==> src/design/tog_pkg.sv <==
package tog_pkg;

   // ----------------------------------------
   // Register map
   // ----------------------------------------
   localparam logic [11:0] TOG_CTRL_OFS = 12'h000;
   localparam logic [31:0] TOG_CTRL_RST = 32'h0000_0000;

   // ----------------------------------------
   // Field positions
   // ----------------------------------------
   localparam int TOG_EN_POS = 0;
   localparam int TOG_INV_POS = 1;
   localparam int TOG_SEL_LSB = 2;
   localparam int TOG_DIV_LSB = 4;
   localparam int TOG_BYP_POS = 15;
   localparam int TOG_PSC_LSB = 16;

   localparam logic [1:0] TOG_SEL_LSI = 2'h2;
   localparam logic [1:0] TOG_SEL_LSE = 2'h3;

   typedef struct packed {
      logic [5:0] bus_clock_prescale;
      logic second_stage_skip;
      logic [8:0] tone_divide_factor;
      logic [1:0] source_clock_select;
      logic complement_output_enable;
      logic tone_enable;
   } tog_ctrl_t;

   typedef struct packed {
      logic psel;
      logic penable;
      logic pwrite;
      logic [11:0] paddr;
      logic [31:0] pwdata;
   } tog_apb_req_t;

   typedef struct packed {
      logic [31:0] prdata;
      logic pready;
      logic pslverr;
   } tog_apb_rsp_t;

   function automatic logic [31:0] tog_pack(input tog_ctrl_t c);
      logic [31:0] w;
      w = 32'h0000_0000;
      w[TOG_EN_POS] = c.tone_enable;
      w[TOG_INV_POS] = c.complement_output_enable;
      w[TOG_SEL_LSB +: 2] = c.source_clock_select;
      w[TOG_DIV_LSB +: 9] = c.tone_divide_factor;
      w[TOG_BYP_POS] = c.second_stage_skip;
      w[TOG_PSC_LSB +: 6] = c.bus_clock_prescale;
      return w;
   endfunction : tog_pack

   function automatic tog_ctrl_t tog_unpack(input logic [31:0] w);
      tog_ctrl_t c;
      c.tone_enable = w[TOG_EN_POS];
      c.complement_output_enable = w[TOG_INV_POS];
      c.source_clock_select = w[TOG_SEL_LSB +: 2];
      c.tone_divide_factor = w[TOG_DIV_LSB +: 9];
      c.second_stage_skip = w[TOG_BYP_POS];
      c.bus_clock_prescale = w[TOG_PSC_LSB +: 6];
      return c;
   endfunction : tog_unpack

endpackage : tog_pkg

==> src/design/tog_tone_output_generator.sv <==
`timescale 1ns/1ps
module tog_tone_output_generator (
   input wire logic clk_sys,
   input wire logic reset_n,
   input wire tog_pkg::tog_apb_req_t apb_req,
   output tog_pkg::tog_apb_rsp_t apb_rsp,
   input wire logic low_speed_internal_osc,
   input wire logic low_speed_external_osc,
   output logic tone_out_primary,
   output logic tone_out_inverted
);
   import tog_pkg::*;

   typedef struct packed {
      tog_ctrl_t ctrl;
      logic [5:0] psc_cnt;
      logic [8:0] div_cnt;
      logic ls_lvl;
      logic ls_prev;
      logic out_p;
      logic out_n;
      logic [31:0] prdata;
      logic pready;
      logic pslverr;
   } tog_state_t;

   // ----------------------------------------
   // Reset release
   // ----------------------------------------
   logic [1:0] rst_sync_q;
   logic rst_n;

   always_ff @(posedge clk_sys or negedge reset_n)
   begin
      if (!reset_n)
         rst_sync_q <= 2'h0;
      else
         rst_sync_q <= {rst_sync_q[0], 1'b1};
   end
   assign rst_n = rst_sync_q[1];

   // ----------------------------------------
   // Next state
   // ----------------------------------------
   tog_state_t st_q;
   tog_state_t st_d;
   logic mapped;
   logic setup;
   logic wr;
   logic sel_ls;
   logic ls_tick;
   logic psc_tick;
   logic stage_tick;
   logic stage_lvl;
   logic wave;

   always_comb
   begin
      st_d = st_q;
      mapped = (apb_req.paddr[11:2] == TOG_CTRL_OFS[11:2]);
      setup = apb_req.psel & ~apb_req.penable;
      wr = apb_req.psel & apb_req.penable & apb_req.pwrite & st_q.pready & mapped;

      // Ready rises in the access phase, so every transfer takes two cycles
      st_d.pready = setup;
      st_d.pslverr = setup & ~mapped;
      st_d.prdata = (setup & ~apb_req.pwrite & mapped) ? tog_pack(st_q.ctrl) : 32'h0000_0000;
      if (wr)
         st_d.ctrl = tog_unpack(apb_req.pwdata);

      // Slow clocks are sampled, so they must be well below the bus clock
      sel_ls = st_q.ctrl.source_clock_select[1];
      st_d.ls_lvl = (st_q.ctrl.source_clock_select == TOG_SEL_LSE) ?
                    low_speed_external_osc : low_speed_internal_osc;
      st_d.ls_prev = st_q.ls_lvl;
      ls_tick = st_q.ls_lvl & ~st_q.ls_prev;

      // At or past the field, so lowering it while running wraps at once, not after 64
      psc_tick = (st_q.psc_cnt >= st_q.ctrl.bus_clock_prescale);
      stage_tick = sel_ls ? ls_tick : psc_tick;
      stage_lvl = sel_ls ? st_q.ls_lvl : (st_q.psc_cnt == 6'h00);
      wave = st_q.out_p;

      if (!st_q.ctrl.tone_enable)
      begin
         st_d.psc_cnt = 6'h00;
         st_d.div_cnt = 9'h000;
         wave = 1'b0;
      end
      else
      begin
         st_d.psc_cnt = psc_tick ? 6'h00 : st_q.psc_cnt + 6'h01;
         if (st_q.ctrl.second_stage_skip)
         begin
            st_d.div_cnt = 9'h000;
            wave = stage_lvl;
         end
         else if (stage_tick)
         begin
            // Same catch-up compare, or a lowered divide field runs on to 511 first
            if (st_q.div_cnt >= st_q.ctrl.tone_divide_factor)
            begin
               st_d.div_cnt = 9'h000;
               wave = ~st_q.out_p;
            end
            else
               st_d.div_cnt = st_q.div_cnt + 9'h001;
         end
      end
      st_d.out_p = wave;
      st_d.out_n = st_q.ctrl.tone_enable & st_q.ctrl.complement_output_enable
                   & ~wave;
   end

   always_ff @(posedge clk_sys or negedge rst_n)
   begin
      if (!rst_n)
      begin
         st_q <= '0;
         st_q.ctrl <= tog_unpack(TOG_CTRL_RST);
      end
      else
         st_q <= st_d;
   end

   assign apb_rsp.prdata = st_q.prdata;
   assign apb_rsp.pready = st_q.pready;
   assign apb_rsp.pslverr = st_q.pslverr;
   assign tone_out_primary = st_q.out_p;
   assign tone_out_inverted = st_q.out_n;
endmodule : tog_tone_output_generator

==> config.mk <==
export PLATFORM = sky130hd
export DESIGN_NAME = tog_tone_output_generator
export DESIGN_NICKNAME = d
export VERILOG_FILES = /design/src/design/tog_pkg.sv /design/src/design/tog_tone_output_generator.sv
export SDC_FILE = /design/constraint.sdc
export NUM_CORES = 1
export LEC_CHECK = 0
export BUFFER_PORTS_ARGS = -buffer_cell sky130_fd_sc_hd__buf_2
export CORE_MARGIN = 4
export CORE_UTILIZATION = 50
export CTS_BUF_LIST = sky130_fd_sc_hd__clkbuf_2 sky130_fd_sc_hd__clkbuf_4 sky130_fd_sc_hd__clkbuf_8
export DETAILED_ROUTE_END_ITERATION = 8
export GPL_TIMING_DRIVEN = 0
export HOLD_SLACK_MARGIN = 0.1
export PLACE_DENSITY = 0.76
export SYNTH_ARGS = -nofsm -noshare
export SYNTH_HDL_FRONTEND = slang
export SYNTH_SLANG_ARGS = --single-unit
==> constraint.sdc <==
create_clock -name clk_sys -period 4.8 [get_ports clk_sys]
set_input_delay 0.96 -clock clk_sys [delete_from_list [all_inputs] [get_ports clk_sys]]
set_output_delay 0.96 -clock clk_sys [all_outputs]
set_load 0.01 [all_outputs]
Word level (Yosys, flattened, before mapping)
Cells that the tools add are included.

Bits in latches: 0. Flip-flop bits (word level): 65. Bits in writable memories: 0. Bits of input ports: 51. Output and inout bits: 36. Memory bits (read-only): 0. Memories kept: 0.

Divide/modulo/power cells: 0. $mul: 0. Order comparisons: 2. Bitwise gates (word level): 17. Equality and inequality tests: 2. Add/subtract/negate cells: 2. Reductions and logical operators: 2. Mux-type cells: 13. Shifts and indexed selects: 0.

Operators with widths (count): two-way mux 9 bit (3); two-way mux 22 bit (1); two-way mux 15 bit (1); bitwise AND 1 bit (11); zero test 10 bit (1); adder 9 x 1 -> 9 bit, second input constant (1); greater-or-equal comparator 9 bit (1); two-way mux 1 bit (7); adder 6 x 1 -> 6 bit, second input constant (1); greater-or-equal comparator 6 bit (1); zero test 6 bit (1); two-way mux 6 bit (1); NOT 1 bit (6); inequality test 3 x 1 -> 1 bit, second input constant (1); == test 2 bit, second input constant (1).

Depth between registers and ports, before layout
Word-level depth: 8. Depth in mapped cells: 8.

Worst setup path after synthesis
No wires, ideal clock.

Kind: in2reg. Start: input apb_req[39] in the netlist's numbering. End: register st_q (netlist bit sel_ls). Arrival: 2.046 ns. Buffers on the path: 1. Path slack: 2.629 ns. Data required time: 4.675 ns. Cell stages on the path: 5. Cells stage by stage: nor4_1 nand3_1 or2_1 buf_6 mux2_4.

Word-level cells in the longest chain between the ends: 2.

RTL lines: start, declared (line tog_tone_output_generator.sv:5) `input wire tog_pkg::tog_apb_req_t apb_req,`; zero test 10 bit (line tog_tone_output_generator.sv:60) `mapped = (apb_req.paddr[11:2] == TOG_CTRL_OFS[11:2]);`; bitwise AND 1 bit (line tog_tone_output_generator.sv:62) `wr = apb_req.psel & apb_req.penable & apb_req.pwrite & st_q.pready & mapped;`; end signal, assigned (line tog_tone_output_generator.sv:123) `st_q <= st_d;`; end, declared (line tog_tone_output_generator.sv:45) `tog_state_t st_q;`.

Every way passes these cells. A chain may end at the register's enable or synchronous reset.

Worst setup path after layout
Start: register st_q[46] in the netlist's numbering. End: register st_q[40] in the netlist's numbering.

Word-level cells in the longest chain between the ends: 5.

RTL lines: greater-or-equal comparator 9 bit (line tog_tone_output_generator.sv:101) `if (st_q.div_cnt >= st_q.ctrl.tone_divide_factor)`; two-way mux 9 bit (line tog_tone_output_generator.sv:101); two-way mux 9 bit (line tog_tone_output_generator.sv:98) `else if (stage_tick)`; two-way mux 9 bit (line tog_tone_output_generator.sv:93) `if (st_q.ctrl.second_stage_skip)`; two-way mux 15 bit (line tog_tone_output_generator.sv:84) `if (!st_q.ctrl.tone_enable)`.

Every way passes these cells. The select of a mux whose other input is x is not followed.

==> results_dict.tcl <==
set metrics [dict create \
    whs_ps 215 \
    synth_cell_types 38 \
    h-tree-depth 3 \
    ys_seq_area_share_pct 48.2 \
    switching_share_pct 23.0 \
    drcViolationCount 0 \
    netlist_area_um2 3270 \
    area_delta_synth_final_pct 20.4 \
    track_usage_pct 16.5 \
    dp_cells 447 \
    period_share_pct 43.2 \
    drt_iter0_markers 66 \
    r2r_slack_ps 2720 \
    clk_pin_slew_ps 80 \
    fin_util_pct 62.0 \
    synth-xor-area-share_pct 1.07 \
    core_um2 6350 \
    io_pins 87 \
    final_nets 450 \
    required_ps 5050 \
    drt_first_pass_iters 4 \
    routabilityCongestion 0.846 \
    initial_core_util_pct 51.5 \
    grt_overflow 0 \
    n_antenna_cell 0 \
    power_density_nw_per_um2 268 \
    pwr-share-seq_pct 51.0 \
    cap_violations 0 \
    viasPerCell 4.87 \
    critical_path_arrival_ps 2330 \
    cts_buffers 9 \
    clk_latency_ps 330 \
    status "finished, final reports clean" \
    yosys.area.top_type "dfrtp_1" \
    rows 29 \
    num_vias 2256 \
    synthAdderAreaFrac_pct 6.89 \
    comb_power_share_pct 4.1 \
    hold_viol 0 \
    ir_drop_v 0.000211 \
    die_w_um 88.8 \
    p_leak_uw 0.00203 \
    synth-compound-area-share_pct 8.08 \
    cts_tree "yes" \
    final_cell_mix "dfrtp_1 (62), buf_2 (61), buf_4 (36)" \
    worstSetupStartpointType "flip-flop" \
    grt_setup_unrepaired "no" \
    grt_max_degree 44 \
    synth-simple-area-share_pct 14.2 \
    yosys_warnings 0 \
    p_total_uw 1050 \
    fin_setup_tns_ps 0 \
    wirelength_um 6000 \
    synth_area_leaders "dfrtp_1 (48%), mux2_4 (9.2%), buf_4 (8.3%)" \
    final_common_cell "dfrtp_1" \
    cts-root-buf "clkbuf_8" \
    syn_avg_cell_area_um2 11.0 \
    io_buffer_count 60 \
    ys_ff_latch 63 \
    post-cts-setup-buffer-count 0 \
    end_kind "flip-flop" \
    layoutNonFillerInstCount 463 \
    intPower_uw 811 \
    synth_mux_area_share_pct 9.53 \
    cts_resized 0 \
    grt_pass1_vias 2184 \
    fillers 511 \
    clk_path_buf_depth 2 \
    crit_fanout 10 \
    cts.sinks 63 \
    max_freq_mhz 482 \
    ant_nets 0 \
    clock_skew_ps 6.99 \
    dieArea_um2 7890 \
    synthCells 298 \
    fin_crit_ps 2080 \
    hold_path.class "reg -> async" \
    wl_per_cell_um 13.0 \
    crit_type "reg -> reg" \
    finalMaxSlewViolations 0 \
    setup-violations-final 0 \
    p_clk_share_pct 44.9 \
    ctsHoldBuffers 0 \
    synth_top_family_by_area "simple AND/OR/NAND/NOR gates" \
    grt_pass1_wl_um 9850 \
    die_y_um 88.8 \
    hpwl_um 4550 \
    yosysTopAreaCellShare_pct 48.2 \
    drive_above_1_share_pct 36.5 \
    switchingPower_uw 243 \
    antenna_found_initial 0 \
]
[worst max-delay path, stage by stage, from the launching register on]
cell	delay, ps
dfrtp_1	420
ha_1	320
a21oi_1	160
o21ai_0	130
a41oi_2	360
buf_4	240
nand3_1	190
o22ai_1	170
[Yosys cell counts, drive strengths merged]
cell type / count
dfrtp: 63
buf: 39
and2: 21
mux2: 21
nand2: 20
ha: 18
inv: 18
a21oi: 13
nor2: 11
nand3: 10
or3: 6
a31oi: 5
clkbuf: 5
nand4: 5
o22ai: 5
nor2b: 3
o211ai: 3
o21ai: 3
or2: 3
a211oi: 2
a21o: 2
a32oi: 2
conb: 2
nand2b: 2
nor3: 2
nor3b: 2
nor4: 2
o21a: 2
xnor2: 2
xor2: 2
a2111o: 1
a41oi: 1
o311ai: 1
or4b: 1
[routing by layer]
| metal | global-route usage (%) | wire [µm] | part of all wire, % | vias up |
|---|---|---|---|---|
| li1 | - | - | - | 1148 |
| met1 | 20.5 | 2600 | 43 | 1020 |
| met2 | 26.7 | 2790 | 46 | 71 |
| met3 | 3.45 | 417 | 6.9 | 17 |
| met4 | 9.07 | 195 | 3.2 | 0 |
| met5 | 0 | 0 | 0 | - |
[path summary, 6_finish.rpt]
| kind | endpoint | startpoint | cells after the start |
|---|---|---|---|
| max | st_q[40]$_DFFE_PN0P_ | st_q[46]$_DFFE_PN0P_ | 7 |
| min | tone_out_inverted$_DFF_PN0_ | rst_sync_q[1]$_DFF_PN0_ | 0 |
| max reg2reg | st_q[40]$_DFFE_PN0P_ | st_q[46]$_DFFE_PN0P_ | 7 |
| min reg2reg | tone_out_inverted$_DFF_PN0_ | rst_sync_q[1]$_DFF_PN0_ | 0 |
| max in group asynchronous | apb_rsp[4]$_DFF_PN0_ | rst_sync_q[1]$_DFF_PN0_ | 1 |
| min in group clk_sys | rst_sync_q[1]$_DFF_PN0_ | rst_sync_q[0]$_DFF_PN0_ | 0 |
[power groups by stage]
| stage | clock, µW | combinational (µW) | sequential (µW) |
|---|---|---|---|
| 2_1_floorplan | 0 | 17.6 | 552 |
| 6_report | 473 | 43.4 | 537 |
| 3_5_place_dp | 0 | 43.8 | 548 |
| 3_3_place_gp | 0 | 34.7 | 554 |
| 5_1_grt | 505 | 48.6 | 538 |
| 4_1_cts | 481 | 43.9 | 538 |
[per-stage QoR]
stage / setup WS, ps / instance area [µm²]
finish: 2720 / 3940
global route: 2540 / 3940
CTS: 2740 / 3940
detailed placement: 2390 / 3730
global placement: 2320 / 3710
floorplan: 2630 / 3310
[state kept, by name, indices dropped and copies added, names as in the netlist]
name               count
st_q                  35
st_d                   1
rst_sync_q             2
sel_ls                 1
tone_out_inverted      1
tone_out_primary       1
apb_rsp               22
[layout make-up]
type	count	area (µm²)	share of cell area (%)
buffer	44	317	8.04
clock buffer	10	138	3.50
clock inverter	6	70.1	1.78
inverter	18	67.6	1.72
multi-input combinational	184	1350	34.3
sequential	63	1580	40.1
tap	77	96.3	2.45
timing repair buffer	61	320	8.14
[logic make-up (layout without fill, tap and decap cells)]
group | after synthesis | after routing
muxes | 21 | 21
DFF | 63 | 63
other | 2 | 13
and+or+nand+nor | 88 | 88
buffers and inverters | 62 | 139
xor gates and xnor gates | 4 | 4
AOI/OAI and AO/OA | 40 | 40
adders and majority gates | 18 | 18
Power figures use the tool's default switching activity.
